## config.mk

```make
export PLATFORM = sky130hd
export DESIGN_NAME = triggered_pulse_timer
export DESIGN_NICKNAME = d
export VERILOG_FILES = /design/src/common/tpt_pkg.sv /design/src/verilog/triggered_pulse_timer.sv
export SDC_FILE = /design/constraint.sdc
export NUM_CORES = 1
export LEC_CHECK = 0
export BUFFER_PORTS_ARGS = -buffer_cell sky130_fd_sc_hd__buf_2
export CAP_MARGIN = 20
export CORE_UTILIZATION = 35
export CTS_CLUSTER_SIZE = 10
export DETAILED_ROUTE_END_ITERATION = 10
export PLACE_DENSITY = 0.58
export SETUP_SLACK_MARGIN = 0.05
export SYNTH_ARGS = -nofsm -noshare
export SYNTH_HDL_FRONTEND = slang
export SYNTH_SLANG_ARGS = --single-unit
```

## constraint.sdc

```tcl
create_clock -name mclk_in -period 7.11 [get_ports mclk_in]
set_input_delay 0.3555 -clock mclk_in [delete_from_list [all_inputs] [get_ports mclk_in]]
set_output_delay 0.3555 -clock mclk_in [all_outputs]
set_load 0.01 [all_outputs]
```

## src/common/tpt_pkg.sv

```systemverilog
/*
  constants shared by the triggered pulse timer: register offsets, control
  field layout, mode codes, counter limits.
  assumes a 16-bit register port with byte offsets on 8 address bits.
*/
package tpt_pkg;

  localparam int unsigned DATA_W = 16;
  localparam int unsigned ADDR_W = 8;

  // register byte offsets
  localparam logic [ADDR_W-1:0] CTRL_OFS = 8'h00;
  localparam logic [ADDR_W-1:0] PERIOD_OFS = 8'h04;
  localparam logic [ADDR_W-1:0] DUTY_OFS = 8'h08;
  localparam logic [ADDR_W-1:0] COUNT_OFS = 8'h0C;
  localparam logic [ADDR_W-1:0] STATUS_OFS = 8'h10;

  // control register fields
  localparam int unsigned RUN_BIT = 0;
  localparam int unsigned MODE_LSB = 1;
  localparam int unsigned MODE_MSB = 3;
  localparam int unsigned SOFT_TRIG_BIT = 4;
  localparam int unsigned EDGE_LSB = 5;
  localparam int unsigned EDGE_MSB = 6;
  localparam int unsigned DIV_LSB = 8;
  localparam int unsigned DIV_MSB = 11;

  // status register fields
  localparam int unsigned ST_RUNNING_BIT = 0;
  localparam int unsigned ST_ARMED_BIT = 1;
  localparam int unsigned ST_PULSE_BIT = 2;
  localparam int unsigned ST_SEC_BIT = 3;

  // mode select codes
  localparam logic [2:0] MODE_TRIG_PWM = 3'h2;
  localparam logic [2:0] MODE_ONE_SHOT = 3'h3;

  // trigger edge select codes
  localparam logic [1:0] EDGE_NONE = 2'h0;
  localparam logic [1:0] EDGE_RISE = 2'h1;
  localparam logic [1:0] EDGE_FALL = 2'h2;
  localparam logic [1:0] EDGE_BOTH = 2'h3;

  // counter limits and reset values
  localparam logic [DATA_W-1:0] CNT_ZERO = 16'h0000;
  localparam logic [DATA_W-1:0] CNT_ONE = 16'h0001;
  localparam logic [DATA_W-1:0] CNT_IDLE = 16'hFFFF;
  localparam logic [DATA_W-1:0] REG_RST = 16'h0000;
  localparam logic [3:0] DIV_ZERO = 4'h0;

endpackage

```

## src/verilog/triggered_pulse_timer.sv

```systemverilog
/*
  16-bit triggered pulse timer channel: triggered pwm mode and one-shot
  mode, shadowed period/duty compare, count snapshot, two match strobes.
  assumes a single 50 MHz clock, synchronous active-high reset, a plain
  register port driven from the same clock and an asynchronous trigger pin.
*/
// The strobed register port and the placing of the registers were chosen for this implementation.
// Behaviour
// pwm period is period+1 count cycles, active width equals duty count.
// snapshot register read returns the live 16-bit counter value.
// only a duty register write arms the shadow transfer.
// armed values copy into shadows when counter clears, then compare.
// software writes period first, duty last; rewrite duty for period-only.
// no further compare writes after duty write until period match.
// duty zero gives inactive output; duty match still fires each period.
// duty equal period+1 gives constant active output; impossible at FFFFH.
// trigger after duty match clears counter, asserts pulse, keeps counting.
// trigger before duty match suppresses duty strobe, pulse stays active.
// trigger after period match clears counter, counting continues.
// trigger before period match suppresses period strobe, asserts pulse.
// pwm duty strobe fires on the count that equals duty shadow.
// mode 011 with run bit set idles waiting for a trigger.
// one-shot trigger clears FFFFH to 0000H, counts, makes one pulse.
// one-shot end loads FFFFH and halts; triggers during pulse ignored.
// one-shot delay is duty cycles, width is period-duty+1 cycles.
// one-shot secondary output active while counting, inactive waiting.
// trigger is a valid pin edge or soft trigger bit written one.
// one-shot period strobe on count after match, duty strobe on match.
// mode 010 selects triggered pwm started by a trigger from FFFFH.
// pwm retrigger clears counter, inverts secondary, drives pulse high.
// pwm pulse rises on counter clear, falls on duty shadow match.
module triggered_pulse_timer
  import tpt_pkg::*;
(
  input wire logic mclk_in,
  input wire logic srst_in,
  input wire logic [ADDR_W-1:0] addr_in,
  input wire logic [DATA_W-1:0] wdata_in,
  input wire logic wr_in,
  input wire logic rd_in,
  output logic [DATA_W-1:0] rdata_out,
  input wire logic trig_in,
  output logic pulse_output_out,
  output logic secondary_output_out,
  output logic period_match_irq_out,
  output logic duty_match_irq_out
);

  typedef enum logic [1:0] {ST_STOP, ST_WAIT, ST_COUNT} run_state_e;

  // control and compare registers
  logic run_q;
  logic [2:0] mode_q;
  logic [1:0] edge_q;
  logic [3:0] div_q;
  logic [DATA_W-1:0] period_compare_reg_q;
  logic [DATA_W-1:0] duty_compare_reg_q;
  logic [DATA_W-1:0] per_sh_q;
  logic [DATA_W-1:0] duty_sh_q;
  logic armed_q;
  logic soft_trig_q;
  logic [DATA_W-1:0] rdata_q;

  // counting state
  run_state_e state_q, state_d;
  logic [DATA_W-1:0] cnt_q, cnt_d;
  logic pulse_q, pulse_d;
  logic sec_q, sec_d;
  logic per_irq_q, per_irq_d;
  logic duty_irq_q, duty_irq_d;

  // prescaler and trigger capture
  logic [DATA_W-1:0] div_cnt_q;
  logic [2:0] trig_sync_q;
  logic trig_pend_q;

  // register address decode
  wire logic wr_ctrl = wr_in && (addr_in == CTRL_OFS);
  wire logic wr_per = wr_in && (addr_in == PERIOD_OFS);
  wire logic wr_duty = wr_in && (addr_in == DUTY_OFS);

  // mode decode
  wire logic is_pwm = (mode_q == MODE_TRIG_PWM);
  wire logic is_os = (mode_q == MODE_ONE_SHOT);
  wire logic mode_ok = run_q && (is_pwm || is_os);

  function automatic logic [DATA_W-1:0] ctrl_word(
    input logic run,
    input logic [2:0] mode,
    input logic [1:0] edge_sel,
    input logic [3:0] div
  );
    logic [DATA_W-1:0] w;
    w = REG_RST;
    w[RUN_BIT] = run;
    w[MODE_MSB:MODE_LSB] = mode;
    w[EDGE_MSB:EDGE_LSB] = edge_sel;
    w[DIV_MSB:DIV_LSB] = div;
    return w;
  endfunction

  // count clock enable: one pulse every 2^div master clocks
  wire logic [DATA_W-1:0] div_mask = (CNT_ONE << div_q) - CNT_ONE;
  wire logic tick = ((div_cnt_q & div_mask) == div_mask);

  // trigger pin: two flops, then edge detect on the settled copies
  wire logic rise = trig_sync_q[1] && !trig_sync_q[2];
  wire logic fall = !trig_sync_q[1] && trig_sync_q[2];
  wire logic pin_edge = ((edge_q == EDGE_RISE) && rise) ||
                        ((edge_q == EDGE_FALL) && fall) ||
                        ((edge_q == EDGE_BOTH) && (rise || fall));
  // an edge between count ticks is held so it lands on the next tick
  wire logic trig_any = pin_edge || soft_trig_q || trig_pend_q;
  wire logic trig = trig_any && tick && mode_ok;

  // compare events on the present count
  wire logic per_hit = (cnt_q == per_sh_q);
  wire logic clear_cnt = (state_q == ST_COUNT) && tick && per_hit;
  wire logic os_end = is_os && clear_cnt;
  // shadows follow the registers while idle, and on an armed clear
  wire logic load_sh = (state_q != ST_COUNT) ||
                       (armed_q && (clear_cnt || (trig && is_pwm)));

  // next state of counter and outputs
  always_comb begin
    state_d = state_q;
    cnt_d = cnt_q;
    pulse_d = pulse_q;
    sec_d = sec_q;
    per_irq_d = 1'b0;
    duty_irq_d = 1'b0;
    if (!mode_ok) begin
      state_d = ST_STOP;
      cnt_d = CNT_IDLE;
      pulse_d = 1'b0;
      sec_d = 1'b0;
    end else if (state_q == ST_STOP) begin
      state_d = ST_WAIT;
      cnt_d = CNT_IDLE;
    end else if (state_q == ST_WAIT) begin
      if (trig) begin
        state_d = ST_COUNT;
        cnt_d = CNT_ZERO;
        if (is_pwm) begin
          pulse_d = (duty_sh_q != CNT_ZERO);
          duty_irq_d = (duty_sh_q == CNT_ZERO);
          sec_d = !sec_q;
        end else begin
          pulse_d = (duty_sh_q == CNT_ZERO);
          duty_irq_d = (duty_sh_q == CNT_ZERO);
          sec_d = 1'b1;
        end
      end
    end else if (tick) begin
      if (is_pwm && trig) begin
        // a retrigger wins over both matches of this count
        cnt_d = CNT_ZERO;
        sec_d = !sec_q;
        pulse_d = (duty_sh_q != CNT_ZERO) || pulse_q;
      end else if (os_end) begin
        // pulse done: park at FFFFH and wait again
        state_d = ST_WAIT;
        cnt_d = CNT_IDLE;
        pulse_d = 1'b0;
        sec_d = 1'b0;
        per_irq_d = 1'b1;
      end else if (per_hit) begin
        cnt_d = CNT_ZERO;
        per_irq_d = 1'b1;
        pulse_d = 1'b1;
        if (duty_sh_q == CNT_ZERO) begin
          pulse_d = 1'b0;
          duty_irq_d = 1'b1;
        end
      end else begin
        // triggers during a one-shot pulse are simply not looked at
        cnt_d = cnt_q + CNT_ONE;
        if (cnt_d == duty_sh_q) begin
          duty_irq_d = 1'b1;
          pulse_d = is_os;
        end
      end
    end
  end

  // when a retrigger reloads the shadows the old duty shadow still gates the pulse;
  // the shadow loaded here is only used from the following count on
  always_ff @(posedge mclk_in) begin
    if (srst_in) begin
      state_q <= ST_STOP;
      cnt_q <= CNT_IDLE;
      pulse_q <= 1'b0;
      sec_q <= 1'b0;
      per_irq_q <= 1'b0;
      duty_irq_q <= 1'b0;
    end else begin
      state_q <= state_d;
      cnt_q <= cnt_d;
      pulse_q <= pulse_d;
      sec_q <= sec_d;
      per_irq_q <= per_irq_d;
      duty_irq_q <= duty_irq_d;
    end
  end

  // prescaler runs only while counting is enabled
  always_ff @(posedge mclk_in) begin
    if (srst_in || !run_q) begin
      div_cnt_q <= CNT_ZERO;
    end else begin
      div_cnt_q <= div_cnt_q + CNT_ONE;
    end
  end

  // trigger synchroniser and pending latch; a tick clears the latch even when a new edge arrives with it
  always_ff @(posedge mclk_in) begin
    if (srst_in) begin
      trig_sync_q <= 3'h0;
      trig_pend_q <= 1'b0;
    end else begin
      trig_sync_q <= {trig_sync_q[1:0], trig_in};
      trig_pend_q <= (pin_edge || soft_trig_q || trig_pend_q) && !tick
                     && run_q;
    end
  end

  // control and compare registers
  always_ff @(posedge mclk_in) begin
    if (srst_in) begin
      run_q <= 1'b0;
      mode_q <= 3'h0;
      edge_q <= EDGE_NONE;
      div_q <= DIV_ZERO;
      soft_trig_q <= 1'b0;
      period_compare_reg_q <= REG_RST;
      duty_compare_reg_q <= REG_RST;
    end else begin
      soft_trig_q <= wr_ctrl && wdata_in[SOFT_TRIG_BIT];
      if (wr_ctrl) begin
        run_q <= wdata_in[RUN_BIT];
        mode_q <= wdata_in[MODE_MSB:MODE_LSB];
        edge_q <= wdata_in[EDGE_MSB:EDGE_LSB];
        div_q <= wdata_in[DIV_MSB:DIV_LSB];
      end
      if (wr_per) begin
        period_compare_reg_q <= wdata_in;
      end
      if (wr_duty) begin
        duty_compare_reg_q <= wdata_in;
      end
    end
  end

  // shadow buffers and the arm flag; a duty write in the load cycle
  // re-arms so the newest values are not lost
  always_ff @(posedge mclk_in) begin
    if (srst_in) begin
      per_sh_q <= REG_RST;
      duty_sh_q <= REG_RST;
      armed_q <= 1'b0;
    end else begin
      if (load_sh) begin
        per_sh_q <= period_compare_reg_q;
        duty_sh_q <= duty_compare_reg_q;
      end
      armed_q <= wr_duty || (armed_q && !load_sh);
    end
  end

  // read data, valid the cycle after the strobe only
  wire logic [DATA_W-1:0] status_word = {12'h000, sec_q, pulse_q, armed_q,
                                         (state_q == ST_COUNT)};
  wire logic [DATA_W-1:0] rd_mux =
    (addr_in == CTRL_OFS) ? ctrl_word(run_q, mode_q, edge_q, div_q) :
    (addr_in == PERIOD_OFS) ? period_compare_reg_q :
    (addr_in == DUTY_OFS) ? duty_compare_reg_q :
    (addr_in == COUNT_OFS) ? cnt_q :
    (addr_in == STATUS_OFS) ? status_word : REG_RST;

  always_ff @(posedge mclk_in) begin
    if (srst_in || !rd_in) begin
      rdata_q <= REG_RST;
    end else begin
      rdata_q <= rd_mux;
    end
  end

  assign rdata_out = rdata_q;
  assign pulse_output_out = pulse_q;
  assign secondary_output_out = sec_q;
  assign period_match_irq_out = per_irq_q;
  assign duty_match_irq_out = duty_irq_q;
endmodule

```

== Word level (Yosys, flattened, before mapping) ==
Cells that the tools add are included.

* Bits in registers: 134
* Input bits: 29
* Output and inout bits: 20
* Logic and storage cells: 149

* Add/sub/neg operators: 3
* Equal/unequal tests: 19
* Shift operators: 1
* Mux-type cells: 42
* Bitwise gates (word level): 4
* Reductions and logical operators: 58

{| class="wikitable"
|+ Operator list
! cell !! number
|-
| $mux 16 || 9
|-
| $eq 16x16->1 || 3
|-
| $add 16x1->16 const B || 2
|-
| $mux 1 || 26
|-
| $logic_and 1x1->1 || 20
|-
| $and 16x16->16 || 1
|-
| $eq 8x4->1 const B || 2
|-
| $logic_not 16->1 || 1
|-
| $reduce_and 4->1 || 4
|-
| $reduce_bool 16->1 || 1
|-
| $shl 1x4->16 const A || 1
|-
| $sub 16x1->16 const B || 1
|-
| $logic_or 1x1->1 || 12
|-
| $mux 12 || 1
|-
| $mux 2 || 5
|-
| $reduce_bool 3->1 || 3
|-
| $eq 8x3->1 const B || 1
|-
| $eq 8x5->1 const B || 1
|-
| $logic_not 8->1 || 1
|-
| $logic_not 1->1 || 7
|-
| $eq 2x2->1 const B || 3
|-
| $eq 3x2->1 const B || 2
|-
| $reduce_or 6->1 || 1
|-
| $reduce_bool 5->1 || 1
|-
| 12 further kinds || 18
|}

== Logic depth before layout (Yosys ltp) ==
* Depth in word-level cells: 16
* Depth in mapped cells: 16
* Gate-level depth less buffers: 11

== Worst setup path before layout ==
OpenSTA, ideal clock, no wires.

* Path type: reg-to-reg
* From: register div_q[2]
* To: register duty_sh_q[10]
* Library setup time: 128 ps
* Arrival: 2719 ps
* Data required time: 6982 ps
* Setup slack: 4264 ps
* Cell stages (with the launch flop): 16
* Period minus slack after synthesis: 2846 ps
* Path through: dfxtp_1 -> buf_6 -> nor2_1 -> nand2_1 -> ha_1 -> buf_2 -> a22o_1 -> a222oi_1 -> and3b_1 -> and2_4 -> buf_6 -> a21o_1 -> buf_6 -> buf_6 -> mux2i_1 -> nor2_1

* Word-level cells in the longest chain between the ends: 10
* Elaborated cells between the ends (all ways): 12

{| class="wikitable"
|+ RTL lines
! what !! RTL line !! RTL
|-
| from (decl) || triggered_pulse_timer.sv:55 || <nowiki>logic [3:0] div_q;</nowiki>
|-
| from (signal assigned) || triggered_pulse_timer.sv:243 || <nowiki>div_q <= wdata_in[DIV_MSB:DIV_LSB];</nowiki>
|-
| $shl 1x4->16 * || triggered_pulse_timer.sv:103 || <nowiki>wire logic [DATA_W-1:0] div_mask = (CNT_ONE << div_q) - CNT_ONE;</nowiki>
|-
| $sub 16x1->16 * || triggered_pulse_timer.sv:103 ||
|-
| $and 16x16->16 || triggered_pulse_timer.sv:104 || <nowiki>wire logic tick = ((div_cnt_q & div_mask) == div_mask);</nowiki>
|-
| $eq 16x16->1 * || triggered_pulse_timer.sv:104 ||
|-
| $logic_and 1x1->1 (2 in a row) || triggered_pulse_timer.sv:114 || <nowiki>wire logic trig = trig_any && tick && mode_ok;</nowiki>
|-
| $logic_and 1x1->1 || triggered_pulse_timer.sv:122 || <nowiki>(armed_q && (clear_cnt || (trig && is_pwm)));</nowiki>
|-
| $logic_or 1x1->1 * || triggered_pulse_timer.sv:122 ||
|-
| $logic_and 1x1->1 * || triggered_pulse_timer.sv:122 ||
|-
| $logic_or 1x1->1 * || triggered_pulse_timer.sv:121 || <nowiki>wire logic load_sh = (state_q != ST_COUNT) ||</nowiki>
|-
| to (signal assigned) || triggered_pulse_timer.sv:264 || <nowiki>duty_sh_q <= duty_compare_reg_q;</nowiki>
|-
| to (decl) || triggered_pulse_timer.sv:59 || <nowiki>logic [DATA_W-1:0] duty_sh_q;</nowiki>
|}

Mark *: on every way between the ends. The rest lies on a longest branch, timed or not.
A chain may end at the register's enable or synchronous reset.

== Final worst setup path ==
* From: register div_q[3]
* To: register per_sh_q[12]

* Word-level cells in the longest chain between the ends: 10
* Elaborated cells between the ends (all ways): 12

{| class="wikitable"
|+ RTL lines
! what !! RTL line !! RTL
|-
| $shl 1x4->16 * || triggered_pulse_timer.sv:103 ||
|-
| $sub 16x1->16 * || triggered_pulse_timer.sv:103 ||
|-
| $and 16x16->16 || triggered_pulse_timer.sv:104 ||
|-
| $eq 16x16->1 * || triggered_pulse_timer.sv:104 ||
|-
| $logic_and 1x1->1 (2 in a row) || triggered_pulse_timer.sv:114 ||
|-
| $logic_and 1x1->1 || triggered_pulse_timer.sv:122 ||
|-
| $logic_or 1x1->1 * || triggered_pulse_timer.sv:122 ||
|-
| $logic_and 1x1->1 * || triggered_pulse_timer.sv:122 ||
|-
| $logic_or 1x1->1 * || triggered_pulse_timer.sv:121 ||
|-
| to (signal assigned) || triggered_pulse_timer.sv:263 || <nowiki>per_sh_q <= period_compare_reg_q;</nowiki>
|-
| to (decl) || triggered_pulse_timer.sv:58 || <nowiki>logic [DATA_W-1:0] per_sh_q;</nowiki>
|}

Marked as above.

==> results by group <==
Status
  – Run status: completed

Timing
  – Setup TNS: 0 ns
  – Final setup vio count: 0
  – Final Critical Period: a little under 4 ns
  – RSZ-0062 raised after global routing: false
  – Tightest Pin Transition: 0.985 ns
  – Part of the cycle the worst path needs: a little over half
  – Final Hold Vio Count: 0
  – F_max: 258 MHz
  – Worst slew margin: about a third
  – Final slew viol count: 0
  – Final setup skew: between 0.009 and 0.01 ns

Floorplan
  – Core ar.: 18600 um^2
  – IO Count: 49
  – Die height: 140 um
  – Area of the die: 19600 um^2
  – Initial core utilization: 35.7%
  – Rows: 50
  – Die W: 140 um

Finish
  – Post-layout nets: 826
  – Area growth from synthesis to layout: 12.6%
  – Area of the multi-input gates: 3630 um^2
  – Filler Cell Count: 1923
  – Post-route cell area: between 7000 and 8000 um^2
  – Share of cells above drive strength 1: a little over an eighth
  – Storage cell area: 2660 um^2

Placed design
  – HPWL after DPL: 12300 um
  – PortBufs: 48
  – GPL Wtd Cong: 0.851
  – Cell Area, Placed: about 6900 um^2

Route
  – Routed WL: 17700 um
  – Final antenna-violating net count: 0
  – 1st-pass router iterations: 5
  – Iteration-0 DRC Markers: around 450
  – DRC viols: 0
  – Via Count: 5543
  – Drt wl/cell: 17.1 um
  – Vias per cell: 5.33

CTS
  – CTS sink cnt: around 130
  – Clk slew on worst S/H paths: 0.06 ns
  – Clock Tree Buf Depth: 2
  – CTS-repair resized insts: 0
  – Inserted Clock Buffers: 17
  – H-tree depth: 4
  – Post-cts hold buffer count: 0
  – Postcts setup bufs: 0
  – CTS tree: built
  – Root Driver: clkbuf_16
  – Worst-skew pair later-pin latency: 0.43 ns

Power and ir drop
  – Switching fraction of total power: 22.2%
  – VDD IR max: ~0.17 mV
  – Comb power frac: about 3.1%
  – Clock power frac: 52.1%
  – Flop pwr share: 44.8%
  – Pwr Density: 223 nW/um^2
  – Psw: 0.000370 W
  – Leakage power: 3.08 nW
  – Internal power: roughly 0.0013 W

Yosys
  – Synth Instances: between 700 and 800
  – Ys flop type: dfxtp_1
  – Largest cells by area after synthesis: dfxtp_1 (40%), nand2_1 (6.4%), mux2i_1 (5.6%)
  – Syn Nets: between 800 and 900
  – Synth top area share: 40.0%
  – Async set or reset register ratio after synthesis: 0%
  – Dominant cell by count in the synthesized netlist: dfxtp_1
  – Syn Area/Cell: 8.52 um^2
  – Most frequent cells after synthesis: dfxtp_1 (133), nand2_1 (114), nor2_1 (87)
  – Distinct cells, synth: 69
  – Area leader, netlist: dfxtp_1
  – Seq/Total Area, Yosys: 40.0%
  – Number of synthesized flops with an enable pin: 0
  – Synth warn: 0
  – Synth Cell Area: about 6700 um^2
  – Yosys reg bits: 133

GRT
  – Vias in the first global route: 5118
  – First-pass GRT wire length: 28400 um
  – Antenna violations before repair: 1
  – Total track usage: 18.8%
  – Largest net degree at the start of global routing: 82
  – Remaining Overflow, GRT: 0

Setup path
  – CP startpoint kind: flop
  – Slowest stage delay, CP: 0.79 ns
  – Crit path max fanout: 33
  – CP cell instances: nor2_1, nand3b_1, ha_1, nor2_1, a22o_1, a222oi_1, and3b_1, and2_4, a21o_2, mux2i_1, nor2_1
  – Reg2Reg Depth: 11
  – Worst EP required: about 7.4 ns
  – CP arrival: 4.15 ns
  – Crit. End Element: flop
  – CP Class: reg -> reg
  – Most used cell, CP: nor2_1
  – R2R Path Start: div_q[3]$_SDFFE_PP0P_
  – Slowest library cell on the worst path: a21o_2
  – Launch point of the critical path: div_q[3]$_SDFFE_PP0P_

Hold path
  – Worst min-delay path startpoint: trig_in
  – Min-delay worst type: in -> reg
  – Hold Path Stages: 2

Job
  – Max-cap viol count: 0
registers in the layout (all words and copies together) (netlist names), 2 cells and up:
signal                cells
cnt_q                    16
duty_compare_reg_q       16
duty_sh_q                16
per_sh_q                 16
period_compare_reg_q     16
rdata_out                16
div_cnt_q                15
div_q                     4
mode_q                    3
trig_sync_q               3
edge_q                    2
state_q                   2
final timing paths:
| check | to | slack, ns |
|---|---|---|
| worst min-delay path | trig_sync_q[0]$_SDFF_PP0_ | 0.15 |
| worst min register to register | trig_sync_q[1]$_SDFF_PP0_ | 0.44 |
| worst max register to register | per_sh_q[12]$_SDFFE_PP0P_ | 3.24 |
| worst max-delay path | per_sh_q[12]$_SDFFE_PP0P_ | 3.24 |
layer usage:
metal	up-vias	GRT usage [%]	wire length, um
met1	2646	25.9	8860
met3	10	4.54	726
met2	132	29.2	8000
met4	0	4.63	160
met5	-	0	0
li1	2755	-	-
cell usage in the layout (no fill, tap or decap), drive strengths merged, types with 15 or more instances in the layout:
cell	n
nand2	114
xnor2	27
xor2	32
clkbuf	20
mux2i	37
a21oi	57
a221o	15
buf	53
dfxtp	133
a22oi	16
nor2	87
nand3	16
o21ai	19
stage by stage:
stage / hold slack, ns / total power, W / utilization, % / setup slack, ns / cells
floorplan: 0.414 / 0.000794 / - / 4.26 / 781
global placement: 0.417 / 0.000815 / 37.0 / 3.41 / 1007
detailed placement: 0.437 / 0.000815 / 37.0 / 3.32 / 1007
CTS: 0.137 / 0.00169 / 40.2 / 3.29 / 1038
global route: 0.136 / 0.00172 / 40.2 / 2.93 / 1038
finish: 0.146 / 0.00167 / 40.2 / 3.24 / 1039
power by group through the flow:
stage / Sequential, W / Combinational (W) / Clock, W
2_1_floorplan: 0.000763 / 0.0000310 / 0
3_3_place_gp: 0.000764 / 0.0000515 / 0
3_5_place_dp: 0.000764 / 0.0000517 / 0
4_1_cts: 0.000747 / 0.0000518 / 0.000886
5_1_grt: 0.000747 / 0.0000554 / 0.000915
6_report: 0.000747 / 0.0000514 / 0.000870
kinds of logic after synthesis:
logic type,count (synthesis),synth area share [%]
simple gates,310,22.5
compound gates,152,15.3
fa+ha+maj,5,0.940
xor+xnor,60,8.11
flops,133,40.0
mux,49,7.60
buf+inv,72,5.47
area by class of cell:
cell class,count,share of cell area (%)
sequential,133,35.6
multi-input combinational,576,48.4
clock inverter,11,1.70
antenna,1,0.0334
inverter,11,0.551
tap,234,3.91
clock buffer,20,6.10
timing repair buffer,53,3.71
worst max-delay path, delay by kind of cell, from the launching register on:
| family | cells | cell delay, ns |
|---|---|---|
| flops | 1 | 0.60 |
| compound gates | 3 | 1.36 |
| simple gates | 6 | 0.99 |
| mux | 1 | 0.27 |
| fa+ha+maj | 1 | 0.46 |
No activity file was read; power rests on OpenSTA's default activity.
